File: config.mk
export PLATFORM = sky130hd
export DESIGN_NAME = pst_selftest
export DESIGN_NICKNAME = d
export VERILOG_FILES = /design/src/verilog/pst_pkg.sv /design/src/verilog/pst_selftest.sv
export SDC_FILE = /design/constraint.sdc
export NUM_CORES = 1
export LEC_CHECK = 0
export BUFFER_PORTS_ARGS = -buffer_cell sky130_fd_sc_hd__buf_2
export CORE_MARGIN = 5
export CORE_UTILIZATION = 59
export CTS_CLUSTER_SIZE = 14
export DETAILED_ROUTE_END_ITERATION = 10
export MAX_ROUTING_LAYER = met4
export PLACE_DENSITY = 0.93
export REMOVE_ABC_BUFFERS = 1
export SETUP_SLACK_MARGIN = 0.1
export SLEW_MARGIN = 20
export SYNTH_ARGS = -nofsm -noshare
export SYNTH_HDL_FRONTEND = slang
export SYNTH_SLANG_ARGS = --single-unit
File: constraint.sdc
create_clock -name mclk_i -period 6.32 [get_ports mclk_i]
set_input_delay 0.316 -clock mclk_i [delete_from_list [all_inputs] [get_ports mclk_i]]
set_output_delay 0.316 -clock mclk_i [all_outputs]
set_load 0.01 [all_outputs]
File: src/verilog/pst_pkg.sv
// pst_pkg: register map, field layout, counts and carrier types of the prbs self-test block
// assumes a 32-bit apb slave with one aligned word per register
package pst_pkg;
  // register byte offsets
  localparam logic [7:0] ADDR_CTRL     = 8'h00;
  localparam logic [7:0] ADDR_ERRCNT   = 8'h04;
  localparam logic [7:0] ADDR_IRQ_ST   = 8'h08;
  localparam logic [7:0] ADDR_IRQ_MASK = 8'h0C;
  // self_test_control field positions
  localparam int CNT_MODE_BIT = 14;
  localparam int PKT_TYPE_BIT = 13;
  localparam int GEN_EN_BIT   = 12;
  localparam int LOCK_BIT     = 11;
  localparam int LOSS_BIT     = 10;
  localparam int GEN_ST_BIT   = 9;
  localparam int MAC_TX_BIT   = 6;
  localparam int LB_LSB       = 2;
  localparam logic [1:0] RSV_HI_VAL = 2'h2;
  // loopback select codes
  localparam logic [3:0] LB_NORMAL = 4'h0;
  localparam logic [3:0] LB_PCS    = 4'h1;
  localparam logic [3:0] LB_ANALOG = 4'h2;
  localparam logic [3:0] LB_REVERSE = 4'h4;
  localparam logic [3:0] LB_MAC    = 4'h8;
  // interrupt status / mask bits
  localparam int IRQ_W    = 3;
  localparam int IRQ_LOSS = 0;
  localparam int IRQ_WRAP = 1;
  localparam int IRQ_LOCK = 2;
  // prbs7 seed, constant payload bit, checker thresholds, packet shape
  localparam logic [6:0] PRBS_SEED = 7'h7F;
  localparam logic       CONST_BIT = 1'b1;
  localparam int LOCK_GOOD   = 16;
  localparam int LOSS_BAD    = 4;
  localparam int PKT_LEN_DEF = 64;
  localparam int IFG_DEF     = 12;
  localparam int ERR_W_DEF   = 8;

  typedef struct packed {
    logic       pcs;
    logic       analog;
    logic       reverse;
    logic       mac;
    logic       mac_tx;
  } pst_lb_t;

  typedef enum logic [1:0] {GEN_IDLE, GEN_PKT, GEN_GAP, GEN_DONE} pst_gen_state_t;
endpackage : pst_pkg

File: src/verilog/pst_selftest.sv
// pst_selftest: prbs packet generator/checker control, error counter, loopback select, apb registers
// assumes a serial tx/rx bit path inside the phy, synchronous to mclk_i, one bit per clock
//
// How it works
// - continuous mode: pulse at max, restart zero
// - single mode: errors stop counting at max
// - prbs type plus enable: endless prbs packets
// - prbs type, generator off: checker stays active
// - constant type: one constant packet, no prbs
// - enable bit starts generator, clear stops it
// - lock bit reads checker lock state
// - sync-loss bit latches on lost sync
// - status bit shows generator active
// - loopback field selects data path
// - line transmit bit only in mac loopback
// - reserved bits read 10 and 00
`timescale 1ns/1ps
module pst_selftest #(
  parameter int ERR_W   = pst_pkg::ERR_W_DEF,
  parameter int PKT_LEN = pst_pkg::PKT_LEN_DEF,
  parameter int IFG     = pst_pkg::IFG_DEF
) (
  // clock and reset
  input  wire logic             mclk_i,
  input  wire logic             rstn_i,
  // apb slave
  input  wire logic             psel_i,
  input  wire logic             penable_i,
  input  wire logic             pwrite_i,
  input  wire logic [7:0]       paddr_i,
  input  wire logic [31:0]      pwdata_i,
  output logic      [31:0]      prdata_o,
  output logic                  pready_o,
  output logic                  pslverr_o,
  // transmit and receive bit path
  output logic                  tx_bit_o,
  output logic                  tx_en_o,
  input  wire logic             rx_bit_i,
  input  wire logic             rx_dv_i,
  // path select, events
  output pst_pkg::pst_lb_t      lb_o,
  output logic                  err_wrap_o,
  output logic                  irq_o
);
  // elaboration-time refusal of sizes the counters cannot hold
  if (ERR_W < 2 || ERR_W > 16 || PKT_LEN < 2 || PKT_LEN > 65535 || IFG < 1 || IFG > 65535) begin : g_bad_param
    $error("pst_selftest: parameter out of range");
  end

  localparam logic [ERR_W-1:0] ERR_MAX  = '1;
  localparam logic [15:0]      PKT_LAST = 16'(PKT_LEN - 1);
  localparam logic [15:0]      IFG_LAST = 16'(IFG - 1);
  localparam logic [4:0]       GOOD_N   = 5'(pst_pkg::LOCK_GOOD);
  localparam logic [2:0]       BAD_N    = 3'(pst_pkg::LOSS_BAD);
  localparam int               IRQ_W_L  = pst_pkg::IRQ_W;

  // control fields
  logic                  cnt_mode;
  logic                  pkt_type;
  logic                  gen_en;
  logic                  mac_tx;
  logic [3:0]            lb_sel;
  // status
  logic                  lock;
  logic                  loss;
  logic                  gen_st;
  logic [ERR_W-1:0]      err_cnt;
  logic [IRQ_W_L-1:0]    irq_st;
  logic [IRQ_W_L-1:0]    irq_mask;

  // apb decode; one wait state, write/read take effect when pready is seen high
  logic        req;
  logic        acc;
  logic        wr_ctrl;
  logic        rd_ctrl;
  logic        wr_err;
  logic        wr_st;
  logic        wr_mask;
  logic [15:0] ctrl_word;
  assign req     = psel_i & penable_i & ~pready_o;
  assign acc     = psel_i & penable_i & pready_o;
  assign wr_ctrl = acc & pwrite_i & (paddr_i == pst_pkg::ADDR_CTRL);
  assign rd_ctrl = acc & ~pwrite_i & (paddr_i == pst_pkg::ADDR_CTRL);
  assign wr_err  = acc & pwrite_i & (paddr_i == pst_pkg::ADDR_ERRCNT);
  assign wr_st   = acc & pwrite_i & (paddr_i == pst_pkg::ADDR_IRQ_ST);
  assign wr_mask = acc & pwrite_i & (paddr_i == pst_pkg::ADDR_IRQ_MASK);
  // reserved 15 and 1:0 read zero, 8:7 read fixed 10
  assign ctrl_word = {1'b0, cnt_mode, pkt_type, gen_en, lock, loss, gen_st,
                      pst_pkg::RSV_HI_VAL, mac_tx, lb_sel, 2'h0};

  always_ff @(posedge mclk_i or negedge rstn_i) begin
    if (!rstn_i) begin
      pready_o  <= 1'b0;
      pslverr_o <= 1'b0;
      prdata_o  <= 32'h0;
    end else begin
      pready_o  <= req;
      pslverr_o <= 1'b0;
      if (req) begin
        prdata_o <= 32'h0;
        unique case (paddr_i)
          pst_pkg::ADDR_CTRL:     prdata_o <= {16'h0, ctrl_word};
          pst_pkg::ADDR_ERRCNT:   prdata_o <= 32'(err_cnt);
          pst_pkg::ADDR_IRQ_ST:   prdata_o <= 32'(irq_st);
          pst_pkg::ADDR_IRQ_MASK: prdata_o <= 32'(irq_mask);
          default:                pslverr_o <= 1'b1;
        endcase
      end
    end
  end

  // control register
  always_ff @(posedge mclk_i or negedge rstn_i) begin
    if (!rstn_i) begin
      cnt_mode <= 1'b0;
      pkt_type <= 1'b0;
      gen_en   <= 1'b0;
      mac_tx   <= 1'b0;
      lb_sel   <= pst_pkg::LB_NORMAL;
    end else if (wr_ctrl) begin
      cnt_mode <= pwdata_i[pst_pkg::CNT_MODE_BIT];
      pkt_type <= pwdata_i[pst_pkg::PKT_TYPE_BIT];
      gen_en   <= pwdata_i[pst_pkg::GEN_EN_BIT];
      lb_sel   <= pwdata_i[pst_pkg::LB_LSB +: 4];
      // refused outside mac loopback, dropped when leaving it
      mac_tx   <= pwdata_i[pst_pkg::MAC_TX_BIT] & (pwdata_i[pst_pkg::LB_LSB +: 4] == pst_pkg::LB_MAC);
    end
  end

  // loopback path decode; reserved codes fall back to normal path
  always_ff @(posedge mclk_i or negedge rstn_i) begin
    if (!rstn_i) begin
      lb_o <= '0;
    end else begin
      lb_o.pcs     <= (lb_sel == pst_pkg::LB_PCS);
      lb_o.analog  <= (lb_sel == pst_pkg::LB_ANALOG);
      lb_o.reverse <= (lb_sel == pst_pkg::LB_REVERSE);
      lb_o.mac     <= (lb_sel == pst_pkg::LB_MAC);
      lb_o.mac_tx  <= mac_tx;
    end
  end

  // packet generator
  pst_pkg::pst_gen_state_t gen_state;
  pst_pkg::pst_gen_state_t next_gen_state;
  logic [15:0]             gen_cnt;
  logic [15:0]             next_gen_cnt;
  logic [6:0]              tx_lfsr;

  always_comb begin
    next_gen_state = gen_state;
    next_gen_cnt   = gen_cnt + 16'h1;
    unique case (gen_state)
      pst_pkg::GEN_IDLE: begin
        next_gen_cnt = 16'h0;
        if (gen_en) next_gen_state = pst_pkg::GEN_PKT;
      end
      pst_pkg::GEN_PKT: begin
        if (gen_cnt == PKT_LAST) begin
          next_gen_cnt   = 16'h0;
          next_gen_state = pkt_type ? pst_pkg::GEN_GAP : pst_pkg::GEN_DONE;
        end
      end
      pst_pkg::GEN_GAP: begin
        if (gen_cnt == IFG_LAST) begin
          next_gen_cnt   = 16'h0;
          next_gen_state = pst_pkg::GEN_PKT;
        end
      end
      pst_pkg::GEN_DONE: begin
        next_gen_cnt = 16'h0;
        // switching to prbs type while enabled restarts the endless series
        if (pkt_type) next_gen_state = pst_pkg::GEN_PKT;
      end
    endcase
    if (!gen_en) begin
      next_gen_state = pst_pkg::GEN_IDLE;
      next_gen_cnt   = 16'h0;
    end
  end

  always_ff @(posedge mclk_i or negedge rstn_i) begin
    if (!rstn_i) begin
      gen_state <= pst_pkg::GEN_IDLE;
      gen_cnt   <= 16'h0;
      gen_st    <= 1'b0;
      tx_en_o   <= 1'b0;
      tx_bit_o  <= 1'b0;
      tx_lfsr   <= pst_pkg::PRBS_SEED;
    end else begin
      gen_state <= next_gen_state;
      gen_cnt   <= next_gen_cnt;
      gen_st    <= (next_gen_state == pst_pkg::GEN_PKT) || (next_gen_state == pst_pkg::GEN_GAP);
      tx_en_o   <= (next_gen_state == pst_pkg::GEN_PKT);
      tx_bit_o  <= 1'b0;
      if (next_gen_state == pst_pkg::GEN_PKT) begin
        tx_bit_o <= pkt_type ? tx_lfsr[6] : pst_pkg::CONST_BIT;
        if (pkt_type) tx_lfsr <= {tx_lfsr[5:0], tx_lfsr[6] ^ tx_lfsr[5]};
      end
    end
  end

  // self-synchronising prbs7 checker, active whenever the prbs type is chosen
  logic       chk_on;
  logic [6:0] rx_sr;
  logic [4:0] good_cnt;
  logic [2:0] bad_cnt;
  logic       miss;
  logic       loss_evt;
  logic       lock_evt;
  logic       cnt_hit;
  assign chk_on   = pkt_type & rx_dv_i;
  assign miss     = chk_on & ((rx_sr[6] ^ rx_sr[5]) != rx_bit_i);
  assign loss_evt = miss & lock & (bad_cnt == BAD_N - 3'h1);
  assign lock_evt = chk_on & ~miss & ~lock & (good_cnt == GOOD_N - 5'h1);
  assign cnt_hit  = miss & lock;

  always_ff @(posedge mclk_i or negedge rstn_i) begin
    if (!rstn_i) begin
      rx_sr    <= 7'h0;
      good_cnt <= 5'h0;
      bad_cnt  <= 3'h0;
      lock     <= 1'b0;
    end else if (!pkt_type) begin
      good_cnt <= 5'h0;
      bad_cnt  <= 3'h0;
      lock     <= 1'b0;
    end else if (rx_dv_i) begin
      rx_sr <= {rx_sr[5:0], rx_bit_i};
      if (miss) begin
        good_cnt <= 5'h0;
        bad_cnt  <= loss_evt ? 3'h0 : bad_cnt + 3'h1;
        if (loss_evt) lock <= 1'b0;
      end else begin
        bad_cnt <= 3'h0;
        if (!lock) good_cnt <= good_cnt + 5'h1;
        if (lock_evt) lock <= 1'b1;
      end
    end
  end

  // sync-loss latch: a new loss in the clearing read's cycle wins
  always_ff @(posedge mclk_i or negedge rstn_i) begin
    if (!rstn_i) loss <= 1'b0;
    else         loss <= loss_evt | (loss & ~rd_ctrl);
  end

  // error counter; a write to it clears it, as does the next error at max once continuous mode is set after a single-mode stop
  always_ff @(posedge mclk_i or negedge rstn_i) begin
    if (!rstn_i) begin
      err_cnt    <= '0;
      err_wrap_o <= 1'b0;
    end else begin
      err_wrap_o <= cnt_hit & cnt_mode & (err_cnt == ERR_MAX);
      if (wr_err) err_cnt <= '0;
      else if (cnt_hit && err_cnt != ERR_MAX) err_cnt <= err_cnt + 1'b1;
      else if (cnt_hit && cnt_mode) err_cnt <= '0;
    end
  end

  // interrupts: sticky, write one to clear, set wins over clear
  logic [IRQ_W_L-1:0] irq_evt;
  logic [IRQ_W_L-1:0] next_irq_st;
  always_comb begin
    irq_evt                    = '0;
    irq_evt[pst_pkg::IRQ_LOSS] = loss_evt;
    irq_evt[pst_pkg::IRQ_WRAP] = cnt_hit & cnt_mode & (err_cnt == ERR_MAX);
    irq_evt[pst_pkg::IRQ_LOCK] = lock_evt;
    next_irq_st = (irq_st & ~(wr_st ? pwdata_i[IRQ_W_L-1:0] : '0)) | irq_evt;
  end

  always_ff @(posedge mclk_i or negedge rstn_i) begin
    if (!rstn_i) begin
      irq_st   <= '0;
      irq_mask <= '0;
      irq_o    <= 1'b0;
    end else begin
      irq_st   <= next_irq_st;
      if (wr_mask) irq_mask <= pwdata_i[IRQ_W_L-1:0];
      irq_o    <= |(next_irq_st & (wr_mask ? pwdata_i[IRQ_W_L-1:0] : irq_mask));
    end
  end
endmodule : pst_selftest

==> results.ini <==
[route]
first_pass_iters=4
drc=0
via_per_inst=5.676
wire_per_inst_microns=15.99
vias=3099
wl_microns=8731
drt_iter0_markers=191
ant_nets=0

[grt]
grt_pass1_vias=3116
met3_usage_pct=3.946
use_met2_pct=34.80
grt-ovfl-total=0
met1_usage_pct=25.35
grt_max_degree=50
top_usage_layer=met2
grtUsageTotal_pct=21.08
antenna_found_initial=0
grt_pass1_wl_microns=14550

[yosys]
ys_seq_area_share_pct=52.80
yosysTopAreaCell=dfrtp_1
yosys.cell_types.count=58
yosys.area_share.simple_pct=18.03
synth.area.mux_share_pct=7.919
synth_top_family_by_area=simple AND/OR/NAND/NOR gates
netlist_instances=391
synth_ff_type=dfrtp_1
syn_area_sq_um=4329
yosysTopAreaCellShare_pct=48.55
netlist_top_cells_count=dfrtp_1 (84), nand2_1 (43), mux2_2 (24), o21ai_0 (24), buf_4 (17)
synth_area_per_cell_sq_um=11.07
synth_seq_cells=91
synth_edf_count=0
yosysMostFrequentCell=dfrtp_1
synthAdderAreaFrac_pct=1.734
yosys-top-cells-area=dfrtp_1 (49%), mux2_2 (6.2%), dfstp_2 (4.2%)
synth-async-reset-ratio_pct=100.0
synth_xor_area_share_pct=3.815
synth_compound_area_share_pct=10.00
synth.yosys.warnings=0

[floorplanning]
start_util_pct=60.01
die_x_microns=95.66
fp.coreArea_sq_um=7214
die_area_sq_um=9151
ioPinCount=90
die_h_microns=95.66
rows=31

[cts]
tritoncts=yes
post_cts_buffers=0
clk_latency_ns=0.35
cts_root_buffer=clkbuf_8
cts_buffers=9
cts.path.max_buffers=2
cts_resized=0
clk_pin_slew_worst_paths_ns=0.09
htree_num_levels=3
cts_hold_buf=1
clkSinkCount=91

[setup_path]
slowest_stage=or4_4
critPathMaxStageDelay_ns=0.55
setup.worst_path.class=register to register
worstSetupStartpointType=register
required_ns=6.59
cp.arrival_ns=2.98
cp_common_cell=o21ai_0
endpoint_kind=register
crit_fanout=8
path_cells=or4_4 > nor4_4 > nand3_1 > o21ai_0 > o21ai_0 > ha_1 > nand2_1 > mux2_2

[finish]
nFillCells=528
area_growth_pct=10.64
final_util_pct=66.39
nNetsFinal=495
drive_gt1_share_pct=26.85
antenna_cells=0
finalInstanceArea_sq_um=4790

[timing]
fin_crit_sh_pct=42.77
setup_viol=0
hold_viol=0
relSlewSlack_pct=59.14
rsz0062_at_grt=no
fmax_ghz=0.3699
tns_ns=0
final-max-slew-violation-count=0
finalCriticalPeriod_ns=2.703
skew_ns=0.01758
worstMarginPinSlew_ns=0.6129

[place]
port_buffers=50
dpl-instance-area_sq_um=4587
finalWeightedCongestion=0.7882
dp_hpwl_microns=6359

[pwr]
ir_worst_vdd_mv=0.09266
p_leak_nw=2.345
p_per_area_nw_per_um2=211.1

[status]
outcome=complete, no violations

[worst_hold_path]
hold_class=input pin to register

[flow_run]
cap_violations=0

-- worst paths after layout --
| path | from | end | slack (ns) | cells past startpoint |
|---|---|---|---|---|
| max in group asynchronous | rstn_i | rx_sr[6] | 4.82 | 3 |
| min in group asynchronous | rstn_i | prdata_o[0] | 0.47 | 2 |
| max reg2reg | gen_cnt[11] | tx_lfsr[2] | 3.62 | 8 |
| max | gen_cnt[11] | tx_lfsr[2] | 3.62 | 8 |
| min | pwdata_i[14] | cnt_mode | 0.20 | 2 |
| min reg2reg | mac_tx | lb_o[0] | 0.43 | 0 |
-- state kept, by name (all words and copies together) (netlist names), 4 cells and up --
signal    count
err_cnt       8
gen_cnt      16
good_cnt      5
lb_o          5
lb_sel        4
prdata_o     15
rx_sr         7
tx_lfsr       7
-- per-layer routing --
metal	wire [microns]	up-vias
met3	567	23
met4	181	0
li1	-	1444
met2	4552	110
met1	3430	1522
met5	0	-
-- worst max-delay path, delay by kind of cell, from the launching register on --
kind	cells	cell delay [ns]
flip-flops	1	0.44
AND/OR/NAND/NOR	4	1.28
adder cells (fa/ha/maj)	1	0.24
multiplexers	1	0.38
AO/OA/AOI/OAI	2	0.29
-- power by group --
part           total, mW  leakage [nW]  internal, mW  switching [mW]
Sequential         0.584          1.24         0.583        0.000830
Combinational     0.0412          1.00        0.0112          0.0299
Clock              0.386        0.0966         0.184           0.202
-- logic make-up after synthesis --
kind of cell / after synthesis
XOR/XNOR: 17
AND/OR/NAND/NOR: 139
flip-flops: 91
buffers and inverters: 43
other: 1
AO/OA/AOI/OAI: 64
adder cells (fa/ha/maj): 6
multiplexers: 30
-- layout by cell type, fill, tap and decap left out, types with 9 or more instances in the layout --
cell,n
inv_1,15
nor2_1,15
a21oi_1,10
o21ai_0,24
dfrtp_1,84
buf_2,49
nand2_1,43
nand3_1,10
clkbuf_8,9
mux2_2,24
xor2_1,9
conb_1,17
nor2_2,10
nand4_1,9
-- through the flow --
stage	hold WS, ns	setup slack [ns]	cells	power, mW
3_3_place_gp	0.3125	3.728	529	0.6351
5_1_grt	0.1998	3.477	546	1.047
2_1_floorplan	0.02041	3.881	379	0.6088
6_report	0.2039	3.617	546	1.011
4_1_cts	0.1963	3.619	546	1.018
3_5_place_dp	0.3235	3.639	529	0.6364
-- layout make-up --
| class | count | area (sq um) | share of cell area (%) |
|---|---|---|---|
| Inverter | 15 | 56.30 | 1.176 |
| Timing Repair Buffer | 52 | 270.3 | 5.643 |
| Tap cell | 99 | 123.9 | 2.586 |
| Clock buffer | 10 | 127.6 | 2.665 |
| Clock inverter | 6 | 65.06 | 1.358 |
| Multi-Input combinational cell | 273 | 1861 | 38.85 |
| Sequential cell | 91 | 2286 | 47.73 |
Power figures use the tool's default switching activity.
